===== config.mk =====
export PLATFORM = sky130hd
export DESIGN_NAME = usb_ep_buffer
export DESIGN_NICKNAME = d
export VERILOG_FILES = /design/src/design/usb_ep_pkg.sv /design/src/design/usb_ep_buffer.sv
export VERILOG_INCLUDE_DIRS = /design/src /design/src/design
export SDC_FILE = /design/constraint.sdc
export NUM_CORES = 1
export LEC_CHECK = 0
export ABC_CLOCK_PERIOD_IN_PS = 3500
export BUFFER_PORTS_ARGS = -buffer_cell sky130_fd_sc_hd__buf_2
export CORE_MARGIN = 5
export CORE_UTILIZATION = 58
export CTS_CLUSTER_DIAMETER = 60
export DETAILED_ROUTE_END_ITERATION = 16
export PLACE_DENSITY = 0.8
export SLEW_MARGIN = 20
export SYNTH_ARGS = -nofsm -noshare
export SYNTH_HDL_FRONTEND = slang
export SYNTH_SLANG_ARGS = --single-unit
export TNS_END_PERCENT = 30

===== constraint.sdc =====
create_clock -name CLK_SYS -period 3.5 [get_ports CLK_SYS]
set_clock_uncertainty 0.2 [all_clocks]
set_input_delay 0.35 -clock CLK_SYS [delete_from_list [all_inputs] [get_ports CLK_SYS]]
set_output_delay 0.35 -clock CLK_SYS [all_outputs]
set_load 0.02 [all_outputs]

===== src/design/usb_ep_consts.svh =====
// Offsets, field positions, reset values and counts of the endpoint buffering block
`ifndef USB_EP_CONSTS_SVH
`define USB_EP_CONSTS_SVH
`define OFS_EP0_CTRL 8'h00
`define OFS_TX_MAXP 8'h04
`define OFS_TX_CTRL 8'h08
`define OFS_RX_MAXP 8'h0C
`define OFS_RX_CTRL 8'h10
`define OFS_RX_COUNT 8'h14
`define OFS_RX_FIFO_SIZE 8'h18
`define OFS_EVENTS 8'h1C
`define OFS_RX_DBUF_DIS 8'h20
`define PAYLOAD_W 11
`define MULT_LSB 11
`define BIT_RX_RDY 0
`define BIT_RX_FULL 1
`define BIT_RX_AUTO_CLEAR_READY 2
`define BIT_RX_COMBINE 3
`define BIT_TX_RDY 0
`define BIT_TX_SPLIT 1
`define BIT_EP0_DATA_PHASE_END 0
`define BIT_EP0_SETUPEND 1
`define BIT_EP0_STATUS 2
`define BIT_EP0_TRANSMIT_PACKET_READY 3
`define BIT_EP0_OUTDONE 4
`define EP0_FIFO_BYTES 16'h0040
`define RST_DBUF_DIS 1'h1
`define RST_RX_FIFO_SIZE 16'h0040
`define RST_MAXP 16'h0040
`endif


===== src/design/usb_ep_pkg.sv =====
// Types shared by the endpoint buffering block
package usb_ep_pkg;
  typedef enum logic [1:0] {
    HS_NAK = 2'b00,
    HS_ACK = 2'b01,
    HS_STALL = 2'b10,
    HS_NONE = 2'b11
  } handshake_t;
  typedef enum logic [1:0] {
    TOK_OUT = 2'b00,
    TOK_IN = 2'b01,
    TOK_SETUP = 2'b10
  } token_t;
  typedef struct packed {
    logic valid;
    token_t kind;
    logic [1:0] ep;
    logic [10:0] len;
  } usb_req_t;
  typedef struct packed {
    logic valid;
    handshake_t hs;
    logic [10:0] len;
    logic last;
  } usb_rsp_t;
endpackage


===== src/design/usb_ep_buffer.sv =====
// Device endpoint buffering: split, combine, single/double buffering, NAK and STALL
//
// Chosen here: register access over AXI4-Lite and the register addresses.
`timescale 1ns/10ps
`include "usb_ep_consts.svh"
// Behaviour
// - Split transmit block: low 11 bits payload, upper 5 bits multiplier.
// - Receive FIFO size from its register; packet limit from rx max-packet.
// - FIFO below twice max packet means single-packet buffering.
// - Single buffering: packet in sets ready, full and endpoint event.
// - No packets until ready cleared; clearing returns ACK to host.
// - Auto-clear drops ready and full after max-size packet read.
// - Double buffering: first packet sets ready only; second sets full.
// - Clearing ready while full clears full and leaves ready set for the second packet.
// - Double-buffer disable bit resets set; software clears to enable.
// - Combining decodes payload and multiplier; block length in count.
// - Combined ready after all packets or on a short packet.
// - Unprepared endpoint answers IN and non-zero-endpoint OUT with NAK; SETUP and endpoint-0 OUT get ACK and the STALL cases take priority.
// - Event raised on transaction completion or error end.
// - OUT after data end with OUT data unloaded gets STALL.
// - IN after transmit ready cleared and data end set gets STALL.
// - OUT packet larger than rx max packet gets STALL.
// - Non-zero OUT status packet gets STALL.
// - Early zero-length OUT flushes endpoint-0 IN data, sets setup end.
// - Software sets transmit ready; device clears it after send, event.
// - Endpoint 0 uses the first 64 bytes as one shared buffer.
module usb_ep_buffer
  import usb_ep_pkg::*;
#(
  parameter int ADDR_W = 8
) (
  // Clock and reset
  input wire logic CLK_SYS,
  input wire logic RSTN,
  // AXI4-Lite write
  input wire logic [ADDR_W-1:0] AWADDR,
  input wire logic AWVALID,
  output logic AWREADY,
  input wire logic [31:0] WDATA,
  input wire logic [3:0] WSTRB,
  input wire logic WVALID,
  output logic WREADY,
  output logic [1:0] BRESP,
  output logic BVALID,
  input wire logic BREADY,
  // AXI4-Lite read
  input wire logic [ADDR_W-1:0] ARADDR,
  input wire logic ARVALID,
  output logic ARREADY,
  output logic [31:0] RDATA,
  output logic [1:0] RRESP,
  output logic RVALID,
  input wire logic RREADY,
  // Token requests from the bus engine
  input wire usb_req_t REQ,
  output usb_rsp_t RSP,
  // Receive FIFO unload by software side
  input wire logic RX_POP,
  // Endpoint-0 IN FIFO flush and events
  output logic EP0_FLUSH,
  output logic [2:0] EP_EVENT
);
  logic [15:0] tx_maxp_r, tx_maxp_nxt, rx_maxp_r, rx_maxp_nxt, rx_fifo_r, rx_fifo_nxt;
  logic tx_rdy_r, tx_rdy_nxt, tx_split_r, tx_split_nxt;
  logic [4:0] tx_pkt_r, tx_pkt_nxt;
  logic rx_rdy_r, rx_rdy_nxt, rx_full_r, rx_full_nxt, auto_clear_ready_r, auto_clear_ready_nxt;
  logic comb_r, comb_nxt, dbuf_dis_r, dbuf_dis_nxt;
  logic [15:0] rx_cnt_r, rx_cnt_nxt, rx_cnt2_r, rx_cnt2_nxt, comb_len_r, comb_len_nxt;
  logic [4:0] comb_pkt_r, comb_pkt_nxt;
  logic data_phase_end_r, data_phase_end_nxt, setupend_r, setupend_nxt, status_r, status_nxt;
  logic ep0_transmit_packet_ready_r, ep0_transmit_packet_ready_nxt, outdone_r, outdone_nxt;
  logic [2:0] ev_r, ev_nxt;
  usb_rsp_t rsp_r, rsp_nxt;
  logic flush_r, flush_nxt;
  logic aw_r, aw_nxt, w_r, w_nxt, bv_r, bv_nxt, rv_r, rv_nxt;
  logic [ADDR_W-1:0] awa_r, awa_nxt;
  logic [31:0] wd_r, wd_nxt, rd_r, rd_nxt;
  logic [1:0] bresp_r, bresp_nxt, rresp_r, rresp_nxt;
  logic [2:0] rdy_r, rdy_nxt;
  logic [3:0] ws_r, ws_nxt, ws_eff;

  function automatic logic [10:0] payload(input logic [15:0] m);
    payload = m[`PAYLOAD_W-1:0];
  endfunction
  function automatic logic [4:0] mult(input logic [15:0] m);
    mult = (m[15:`MULT_LSB] == 5'h00) ? 5'h01 : m[15:`MULT_LSB];
  endfunction
  function automatic logic known(input logic [ADDR_W-1:0] a);
    known = (a == `OFS_EP0_CTRL) || (a == `OFS_TX_MAXP) || (a == `OFS_TX_CTRL) ||
      (a == `OFS_RX_MAXP) || (a == `OFS_RX_CTRL) || (a == `OFS_RX_COUNT) ||
      (a == `OFS_RX_FIFO_SIZE) || (a == `OFS_EVENTS) || (a == `OFS_RX_DBUF_DIS);
  endfunction

  logic dbl, wr_go, rx_clr_sw, tx_set_sw;
  logic [31:0] wd_eff;
  always_comb begin
    dbl = !dbuf_dis_r && (rx_fifo_r >= {rx_maxp_r[14:0], 1'b0}) && !comb_r;
    wd_eff = w_r ? wd_r : WDATA;
    ws_eff = w_r ? ws_r : WSTRB;
    wr_go = (aw_r || AWVALID) && (w_r || WVALID) && !bv_r;
  end

  // Bus slave and register reads
  always_comb begin
    aw_nxt = aw_r;
    w_nxt = w_r;
    awa_nxt = awa_r;
    wd_nxt = wd_r;
    ws_nxt = ws_r;
    bv_nxt = bv_r;
    bresp_nxt = bresp_r;
    rv_nxt = rv_r;
    rd_nxt = rd_r;
    rresp_nxt = rresp_r;
    if (AWVALID && !aw_r && !bv_r) begin
      aw_nxt = 1'b1;
      awa_nxt = AWADDR;
    end
    if (WVALID && !w_r && !bv_r) begin
      w_nxt = 1'b1;
      wd_nxt = WDATA;
      ws_nxt = WSTRB;
    end
    if (aw_nxt && w_nxt && !bv_r) begin
      aw_nxt = 1'b0;
      w_nxt = 1'b0;
      bv_nxt = 1'b1;
      bresp_nxt = known(aw_r ? awa_r : AWADDR) ? 2'b00 : 2'b10;
    end
    if (bv_r && BREADY)
      bv_nxt = 1'b0;
    if (ARVALID && !rv_r) begin
      rv_nxt = 1'b1;
      rresp_nxt = known(ARADDR) ? 2'b00 : 2'b10;
      unique case (ARADDR)
        `OFS_EP0_CTRL: rd_nxt = {27'h0, outdone_r, ep0_transmit_packet_ready_r, status_r, setupend_r,
          data_phase_end_r};
        `OFS_TX_MAXP: rd_nxt = {16'h0, tx_maxp_r};
        `OFS_TX_CTRL: rd_nxt = {25'h0, tx_pkt_r, tx_split_r, tx_rdy_r};
        `OFS_RX_MAXP: rd_nxt = {16'h0, rx_maxp_r};
        `OFS_RX_CTRL: rd_nxt = {28'h0, comb_r, auto_clear_ready_r, rx_full_r, rx_rdy_r};
        `OFS_RX_COUNT: rd_nxt = {16'h0, rx_cnt_r};
        `OFS_RX_FIFO_SIZE: rd_nxt = {16'h0, rx_fifo_r};
        `OFS_EVENTS: rd_nxt = {29'h0, ev_r};
        `OFS_RX_DBUF_DIS: rd_nxt = {31'h0, dbuf_dis_r};
        default: rd_nxt = 32'h0;
      endcase
    end else if (rv_r && RREADY)
      rv_nxt = 1'b0;
    rdy_nxt = {!aw_nxt && !bv_nxt, !w_nxt && !bv_nxt, !rv_nxt};
  end

  logic [ADDR_W-1:0] wa;
  always_comb begin
    wa = aw_r ? awa_r : AWADDR;
    rx_clr_sw = wr_go && wa == `OFS_RX_CTRL && ws_eff[0] && !wd_eff[`BIT_RX_RDY];
    tx_set_sw = wr_go && wa == `OFS_TX_CTRL && ws_eff[0] && wd_eff[`BIT_TX_RDY];
  end

  // Endpoint state
  always_comb begin
    tx_maxp_nxt = tx_maxp_r;
    rx_maxp_nxt = rx_maxp_r;
    rx_fifo_nxt = rx_fifo_r;
    tx_rdy_nxt = tx_rdy_r;
    tx_split_nxt = tx_split_r;
    tx_pkt_nxt = tx_pkt_r;
    rx_rdy_nxt = rx_rdy_r;
    rx_full_nxt = rx_full_r;
    auto_clear_ready_nxt = auto_clear_ready_r;
    comb_nxt = comb_r;
    dbuf_dis_nxt = dbuf_dis_r;
    rx_cnt_nxt = rx_cnt_r;
    rx_cnt2_nxt = rx_cnt2_r;
    comb_len_nxt = comb_len_r;
    comb_pkt_nxt = comb_pkt_r;
    data_phase_end_nxt = data_phase_end_r;
    setupend_nxt = setupend_r;
    status_nxt = status_r;
    ep0_transmit_packet_ready_nxt = ep0_transmit_packet_ready_r;
    outdone_nxt = outdone_r;
    ev_nxt = ev_r;
    rsp_nxt = '{valid: 1'b0, hs: HS_NONE, len: 11'h000, last: 1'b0};
    flush_nxt = 1'b0;
    if (wr_go && ws_eff[1:0] == 2'b11) begin
      unique case (wa)
        `OFS_TX_MAXP: tx_maxp_nxt = wd_eff[15:0];
        `OFS_RX_MAXP: rx_maxp_nxt = wd_eff[15:0];
        `OFS_RX_FIFO_SIZE: rx_fifo_nxt = wd_eff[15:0];
        default: ;
      endcase
    end
    if (wr_go && ws_eff[0]) begin
      unique case (wa)
        `OFS_EP0_CTRL: begin
          data_phase_end_nxt = wd_eff[`BIT_EP0_DATA_PHASE_END];
          status_nxt = wd_eff[`BIT_EP0_STATUS];
          ep0_transmit_packet_ready_nxt = wd_eff[`BIT_EP0_TRANSMIT_PACKET_READY];
          if (!wd_eff[`BIT_EP0_SETUPEND])
            setupend_nxt = 1'b0;
          if (!wd_eff[`BIT_EP0_OUTDONE])
            outdone_nxt = 1'b0;
        end
        `OFS_TX_CTRL: begin
          tx_split_nxt = wd_eff[`BIT_TX_SPLIT];
          if (tx_set_sw) begin
            tx_rdy_nxt = 1'b1;
            tx_pkt_nxt = 5'h00;
          end
        end
        `OFS_RX_CTRL: begin
          auto_clear_ready_nxt = wd_eff[`BIT_RX_AUTO_CLEAR_READY];
          comb_nxt = wd_eff[`BIT_RX_COMBINE];
        end
        `OFS_EVENTS: ev_nxt = ev_r & ~wd_eff[2:0];
        `OFS_RX_DBUF_DIS: dbuf_dis_nxt = wd_eff[0];
        default: ;
      endcase
    end
    // Unload: software clear, or auto-clear after a max-size read
    if (rx_rdy_r && (rx_clr_sw || (RX_POP && auto_clear_ready_r && rx_cnt_r == rx_maxp_r))) begin
      if (rx_full_r && dbl) begin
        rx_full_nxt = 1'b0;
        rx_cnt_nxt = rx_cnt2_r;
      end else begin
        rx_rdy_nxt = 1'b0;
        rx_full_nxt = 1'b0;
      end
    end
    if (REQ.valid) begin
      rsp_nxt.valid = 1'b1;
      unique case (REQ.kind)
        TOK_SETUP: begin
          rsp_nxt.hs = HS_ACK;
          data_phase_end_nxt = 1'b0;
          status_nxt = 1'b0;
        end
        TOK_IN: begin
          if (REQ.ep == 2'h0) begin
            if (data_phase_end_r && !ep0_transmit_packet_ready_r)
              rsp_nxt.hs = HS_STALL;
            else if (!ep0_transmit_packet_ready_r)
              rsp_nxt.hs = HS_NAK;
            else begin
              rsp_nxt.hs = HS_ACK;
              rsp_nxt.len = 11'(`EP0_FIFO_BYTES);
              ep0_transmit_packet_ready_nxt = 1'b0;
              ev_nxt[0] = 1'b1;
            end
          end else if (!tx_rdy_r)
            rsp_nxt.hs = HS_NAK;
          else begin
            rsp_nxt.hs = HS_ACK;
            rsp_nxt.len = payload(tx_maxp_r);
            if (!tx_split_r || tx_pkt_r + 5'h01 >= mult(tx_maxp_r)) begin
              rsp_nxt.last = 1'b1;
              tx_rdy_nxt = 1'b0;
              ev_nxt[1] = 1'b1;
            end else
              tx_pkt_nxt = tx_pkt_r + 5'h01;
          end
        end
        TOK_OUT: begin
          if (REQ.ep == 2'h0) begin
            if (status_r && REQ.len != 11'h000)
              rsp_nxt.hs = HS_STALL;
            else if (data_phase_end_r && outdone_r)
              rsp_nxt.hs = HS_STALL;
            else if (REQ.len == 11'h000 && !data_phase_end_r && !status_r) begin
              rsp_nxt.hs = HS_ACK;
              flush_nxt = 1'b1;
              ep0_transmit_packet_ready_nxt = 1'b0;
              setupend_nxt = 1'b1;
              ev_nxt[0] = 1'b1;
            end else begin
              rsp_nxt.hs = HS_ACK;
              outdone_nxt = 1'b1;
              ev_nxt[0] = 1'b1;
            end
          end else if (REQ.len > payload(rx_maxp_r)) begin
            rsp_nxt.hs = HS_STALL;
            ev_nxt[2] = 1'b1;
          end else if (rx_full_r || (rx_rdy_r && !dbl))
            rsp_nxt.hs = HS_NAK;
          else if (comb_r) begin
            rsp_nxt.hs = HS_ACK;
            if (comb_pkt_r + 5'h01 >= mult(rx_maxp_r) || REQ.len < payload(rx_maxp_r)) begin
              rx_rdy_nxt = 1'b1;
              rx_cnt_nxt = comb_len_r + 16'(REQ.len);
              comb_pkt_nxt = 5'h00;
              comb_len_nxt = 16'h0000;
              ev_nxt[2] = 1'b1;
            end else begin
              comb_pkt_nxt = comb_pkt_r + 5'h01;
              comb_len_nxt = comb_len_r + 16'(REQ.len);
            end
          end else begin
            rsp_nxt.hs = HS_ACK;
            ev_nxt[2] = 1'b1;
            if (!rx_rdy_nxt) begin
              rx_rdy_nxt = 1'b1;
              rx_full_nxt = !dbl;
              rx_cnt_nxt = 16'(REQ.len);
            end else begin
              rx_full_nxt = 1'b1;
              rx_cnt2_nxt = 16'(REQ.len);
            end
          end
        end
        default: rsp_nxt.hs = HS_NAK;
      endcase
      if (REQ.ep == 2'h0 && rsp_nxt.hs == HS_STALL)
        ev_nxt[0] = 1'b1;
    end
  end

  always_ff @(posedge CLK_SYS) begin
    if (!RSTN) begin
      tx_maxp_r <= `RST_MAXP;
      rx_maxp_r <= `RST_MAXP;
      rx_fifo_r <= `RST_RX_FIFO_SIZE;
      tx_rdy_r <= 1'b0;
      tx_split_r <= 1'b0;
      tx_pkt_r <= 5'h00;
      rx_rdy_r <= 1'b0;
      rx_full_r <= 1'b0;
      auto_clear_ready_r <= 1'b0;
      comb_r <= 1'b0;
      dbuf_dis_r <= `RST_DBUF_DIS;
      rx_cnt_r <= 16'h0000;
      rx_cnt2_r <= 16'h0000;
      comb_len_r <= 16'h0000;
      comb_pkt_r <= 5'h00;
      data_phase_end_r <= 1'b0;
      setupend_r <= 1'b0;
      status_r <= 1'b0;
      ep0_transmit_packet_ready_r <= 1'b0;
      outdone_r <= 1'b0;
      ev_r <= 3'h0;
      rsp_r <= '{valid: 1'b0, hs: HS_NONE, len: 11'h000, last: 1'b0};
      flush_r <= 1'b0;
      aw_r <= 1'b0;
      w_r <= 1'b0;
      awa_r <= '0;
      wd_r <= 32'h0;
      ws_r <= 4'h0;
      rdy_r <= 3'h7;
      bv_r <= 1'b0;
      bresp_r <= 2'h0;
      rv_r <= 1'b0;
      rd_r <= 32'h0;
      rresp_r <= 2'h0;
    end else begin
      tx_maxp_r <= tx_maxp_nxt;
      rx_maxp_r <= rx_maxp_nxt;
      rx_fifo_r <= rx_fifo_nxt;
      tx_rdy_r <= tx_rdy_nxt;
      tx_split_r <= tx_split_nxt;
      tx_pkt_r <= tx_pkt_nxt;
      rx_rdy_r <= rx_rdy_nxt;
      rx_full_r <= rx_full_nxt;
      auto_clear_ready_r <= auto_clear_ready_nxt;
      comb_r <= comb_nxt;
      dbuf_dis_r <= dbuf_dis_nxt;
      rx_cnt_r <= rx_cnt_nxt;
      rx_cnt2_r <= rx_cnt2_nxt;
      comb_len_r <= comb_len_nxt;
      comb_pkt_r <= comb_pkt_nxt;
      data_phase_end_r <= data_phase_end_nxt;
      setupend_r <= setupend_nxt;
      status_r <= status_nxt;
      ep0_transmit_packet_ready_r <= ep0_transmit_packet_ready_nxt;
      outdone_r <= outdone_nxt;
      ev_r <= ev_nxt;
      rsp_r <= rsp_nxt;
      flush_r <= flush_nxt;
      aw_r <= aw_nxt;
      w_r <= w_nxt;
      awa_r <= awa_nxt;
      wd_r <= wd_nxt;
      ws_r <= ws_nxt;
      rdy_r <= rdy_nxt;
      bv_r <= bv_nxt;
      bresp_r <= bresp_nxt;
      rv_r <= rv_nxt;
      rd_r <= rd_nxt;
      rresp_r <= rresp_nxt;
    end
  end

  // Ready flags registered so no output passes through gates
  assign AWREADY = rdy_r[2];
  assign WREADY = rdy_r[1];
  assign ARREADY = rdy_r[0];
  assign BVALID = bv_r;
  assign BRESP = bresp_r;
  assign RVALID = rv_r;
  assign RDATA = rd_r;
  assign RRESP = rresp_r;
  assign RSP = rsp_r;
  assign EP0_FLUSH = flush_r;
  assign EP_EVENT = ev_r;
endmodule // usb_ep_buffer


* Yosys cells after proc, flatten, opt, wreduce, memory -nomap -nowiden *
Index checks and enable logic that the tools add are counted.
W data, S select, Z words.

storage, ports and cells
  flip-flop bits (word level) = 201
  input port bits = 76

cells by class
  equality and inequality tests = 21
  add/subtract/negate cells = 3
  reduce and logical (&&, ||, !) cells = 92
  bitwise gates (word level) = 11
  multiplexer cells = 138
  magnitude comparators = 5

operator list
  kind                  count
  $mux W16              12
  $pmux W16 S9          1
  $mux W1               92
  $eq A8 B5 Y1 const B  8
  $mux W5               11
  $logic_and A1 B1 Y1   34
  $eq A8 B4 Y1 const B  4
  $mux W12              2
  $logic_or A1 B1 Y1    22
  $mux W2               9
  $add A16 B11 Y16      1
  $eq A16 B16 Y1        1
  $eq A8 B3 Y1 const B  2
  $eq A8 B6 Y1 const B  2
  $ge A16 B16 Y1        1
  $logic_not A1 Y1      16
  $logic_not A8 Y1      2
  $mux W15              1
  $mux W7               2
  $reduce_and A2 Y1     7
  $mux W13              1
  $gt A11 B11 Y1        1
  $logic_not A11 Y1     1
  $lt A11 B11 Y1        1
  19 further kinds      36

* Depth between registers and ports, before layout *
  depth after elaboration = 16
  mapped depth = 12

* Worst setup path before layout *
No wires, ideal clock.

  kind = reg2reg
  start point = reg rx_maxp_r[15]
  end point = reg comb_len_r[12]
  period minus slack after synthesis = 3.082 ns
  arrival time = 2.808 ns
  cell stages (with the launch flop) = 10
  data required time = 3.226 ns
  setup time = 0.074 ns
  path slack = 0.418 ns
  cell sequence = dfxtp_1 -> o41ai_1 -> ha_1 -> nand2b_1 -> a21o_1 -> a211o_1 -> a211oi_1 -> nand2_1 -> or4_1 -> a31oi_1

between the ends
  longest elaborated chain between the ends = 5

ends and longest elaborated chain
  element                 line                  text
  start, declared         usb_ep_buffer.sv:63   logic [15:0] tx_maxp_r, tx_maxp_nxt, rx_maxp_r, rx_maxp_nxt, rx_fifo_r, rx_fifo_nxt;
  start signal, assigned  usb_ep_buffer.sv:320  rx_maxp_r <= `RST_MAXP;
  start signal, assigned  usb_ep_buffer.sv:355  rx_maxp_r <= rx_maxp_nxt;
  $logic_not A5 Y1        usb_ep_buffer.sv:86   mult = (m[15:`MULT_LSB] == 5'h00) ? 5'h01 : m[15:`MULT_LSB];
  $mux W5 (*)             usb_ep_buffer.sv:86
  $ge A5 B5 Y1 (*)        usb_ep_buffer.sv:287  if (comb_pkt_r + 5'h01 >= mult(rx_maxp_r) || REQ.len < payload(rx_maxp_r)) begin
  $logic_or A1 B1 Y1 (*)  usb_ep_buffer.sv:287
  $mux W16 (*)            usb_ep_buffer.sv:287
  end signal, assigned    usb_ep_buffer.sv:367  comb_len_r <= comb_len_nxt;
  end, declared           usb_ep_buffer.sv:68   logic [15:0] rx_cnt_r, rx_cnt_nxt, rx_cnt2_r, rx_cnt2_nxt, comb_len_r, comb_len_nxt;

Mark *: on every way between the ends. The rest lies on a longest branch, timed or not.
A chain may end at the register's enable or synchronous reset.

* Final worst setup path *
  start point = reg rx_maxp_r[13]
  end point = reg rx_cnt2_r[9]

between the ends
  longest elaborated chain between the ends = 8

ends and longest elaborated chain
  element                                                                 line                  text
  parallel branches: the longest is 7 deep, another holds $ge A16 B16 Y1  -
  $reduce_and A7 Y1 (no line) (*)                                         -
  end signal, assigned                                                    usb_ep_buffer.sv:366  rx_cnt2_r <= rx_cnt2_nxt;
  end, declared                                                           usb_ep_buffer.sv:68

Every way passes the cells marked *.

==> reports/metrics.cfg <==
[critical_path]
critPathBufInv=2
critPathKind=reg2reg
crit_fanout=11
cp-start-kind=flip-flop
cp.arrival_ns=3.40
required_ns=3.63
worstSetupEndpointType=flip-flop
path_cells=inv_1 > ha_1 > nand4_2 > a2111oi_4 > o21ai_2 > a311oi_4 > nand3_4 > or3_1 > buf_4 > mux2i_1 > nor2_1
cp_top_family=compound AO/OA/AOI/OAI gates
crit_start=rx_maxp_r[13]
r2r_start=rx_maxp_r[13]
max_stage_delay_ns=0.46
cp_slowest_cell=dfxtp_1

[sta]
worst_hold_slack_ns=0.01944
finalMaxSlewViolations=0
fin_tns_setup_ns=0
max_freq_mhz=305.8
setup_viol=0
worst-slew-pin-transition_ns=0.8540
hold_viol=0
slew-limit-headroom=0.4144
rsz0062_at_grt=false
post-route-period-util=0.9344
min_period_ns=3.270
fin_ws_ns=0.2295

[worst_hold_path]
min_from=AWADDR[3]
min_path_type=in2reg

[power_and_ir_drop]
p_leak_nw=4.494
powerDensity_nw_per_um2=397.8
max-vdd-ir-drop_mv=0.4050

[synth]
synth_top_area_share=0.3845
avgSynthCellArea_um2=8.584
synth.area.top_cells=dfxtp_1, ha_1, mux2i_1, nor2_1, a21oi_1
ys_warn_count=0
synthCells=1110
synth_seq_area_share=0.3845
yosys-top-cells-count=dfxtp_1, nor2_1, nand2_1, a21oi_1, mux2i_1
yosys_most_used_dff=dfxtp_1
post-synth-top-count-cell=dfxtp_1
synth.distinct_cells=76
synth_edf_count=0
ys_ff_latch=183
async_flop_share=0
synth_area_um2=9528
synth_area_leader_cell=dfxtp_1

[clock_tree]
worstSkewPairLatency_ns=0.44
cts-htree-levels=4
cts_made_buffers=17
clk_pin_slew_ns=0.07
clockBufferDepth=2
cts.sink_count=183
cts_tree=yes
clockRootBuffer=clkbuf_16
cts_setup_buffers=0

[grt]
overflow=0
grt_max_degree=72
grt_pass1_wl_um=42180
antenna_found_initial=0
grt_pass1_vias=8202
track_usage=0.2674

[drt]
drcViolationCount=0
drtPass1Iterations=10
ant_nets=0
wl_per_cell_um=18.32
drt-total-wl_um=26590
viasPerCell=6.016
drtIter0Drc=681
num_vias=8729

[final_layout]
synthToLayoutAreaGrowth_pct=15.55
fin_nets=1349
utilization=0.6881
antennaDiodeCount=0
fill_cells=1353
final_layout_size_suffix_gt1_frac=0.1498
multiInputGateArea_um2=5391
seq_area_um2=3664

[floorplan]
row_count=46
die_h_um=138.2
initial_core_util=0.5955
top_level_ports=136
dieArea_um2=19090
dieWidth_um=138.2
design.core.area_um2=16000

[run_status]
status=finished clean

[place]
place_worst_setup_slack_ns=0.2572
dp_hpwl_um=18790
gp_congestion=0.9684
io_buffers=99

[flow_run]
max-cap-violations=0

-- final timing paths --
check,cells after the start,slack [ns],endpoint
min reg2reg,2,0.26,wd_r[5]
min,3,0.02,awa_r[3]
max reg2reg,11,0.23,rx_cnt2_r[9]
max,11,0.23,rx_cnt2_r[9]
-- kinds of logic (layout without fill, tap and decap cells) --
family,Yosys count,in the layout,share of synthesized area
AO/OA/AOI/OAI,288,288,0.2071
XOR/XNOR,33,33,0.03034
adder cells (fa/ha/maj),50,50,0.06645
buffers and inverters,117,224,0.05830
flip-flops,183,183,0.3845
multiplexers,62,62,0.06540
other,1,18,0.0003936
AND/OR/NAND/NOR,376,377,0.1875
-- layout make-up --
class,count,share of cell area
tap,216,0.02455
clock buffer,21,0.04273
multi-input combinational,828,0.4897
timing repair buffer,153,0.08978
sequential,183,0.3328
clock inverter,10,0.006592
inverter,40,0.01387
-- report_power, final --
group / switching, W / internal, W
Combinational: 0.000280 / 0.000161
Clock: 0.000820 / 0.000960
Sequential: 0.0000321 / 0.00213
-- timing repair --
action | in CTS | in global routing
hold buffers | 25 | 0
hold endpoints to repair | 25 | 0
gates resized for setup | 0 | 0
setup endpoints to repair | 0 | 1
-- tightest hold or removal path, stage by stage --
cell,delay (ns)
buf_2,0.12
mux2i_1,0.08
nor2_1,0.07
-- through the flow --
stage | total power, W | area (µm²) | cells
after floorplan | 0.002475 | 9592 | 1127
after global placement | 0.002602 | 10210 | 1394
after detailed placement | 0.002609 | 10210 | 1394
after CTS | 0.004378 | 11000 | 1450
after global routing | 0.004523 | 11010 | 1451
final | 0.004379 | 11010 | 1451
-- flip-flops by register name, indices dropped and copies added (netlist names), 2 cells and up --
name / count
comb_pkt_r: 5
rx_maxp_r: 16
tx_pkt_r: 5
wd_r: 16
rdy_r: 3
rx_cnt_r: 16
rx_fifo_r: 16
tx_maxp_r: 16
EP_EVENT: 3
RSP: 15
RDATA: 16
comb_len_r: 16
awa_r: 8
ws_r: 2
rx_cnt2_r: 11
-- routing by layer --
metal | global-route usage | up-vias | share of wire
li1 | - | 4198 | -
met1 | 0.3478 | 4086 | 0.43
met2 | 0.4381 | 370 | 0.47
met3 | 0.05621 | 75 | 0.068
met4 | 0.1019 | 0 | 0.034
met5 | 0 | - | 0
-- cell usage in the layout (no fill, tap or decap), types with 25 or more instances in the layout --
| cell type | n |
|---|---|
| dfxtp_1 | 183 |
| nor2_1 | 146 |
| buf_2 | 99 |
| nand2_1 | 94 |
| a21oi_1 | 93 |
| mux2i_1 | 60 |
| a211oi_1 | 55 |
| ha_1 | 49 |
| inv_1 | 39 |
| o21ai_0 | 33 |
| nand3_1 | 27 |
| buf_4 | 27 |
| a22oi_1 | 26 |
| dlygate4sd3_1 | 25 |
Power figures use the tool's default switching activity.
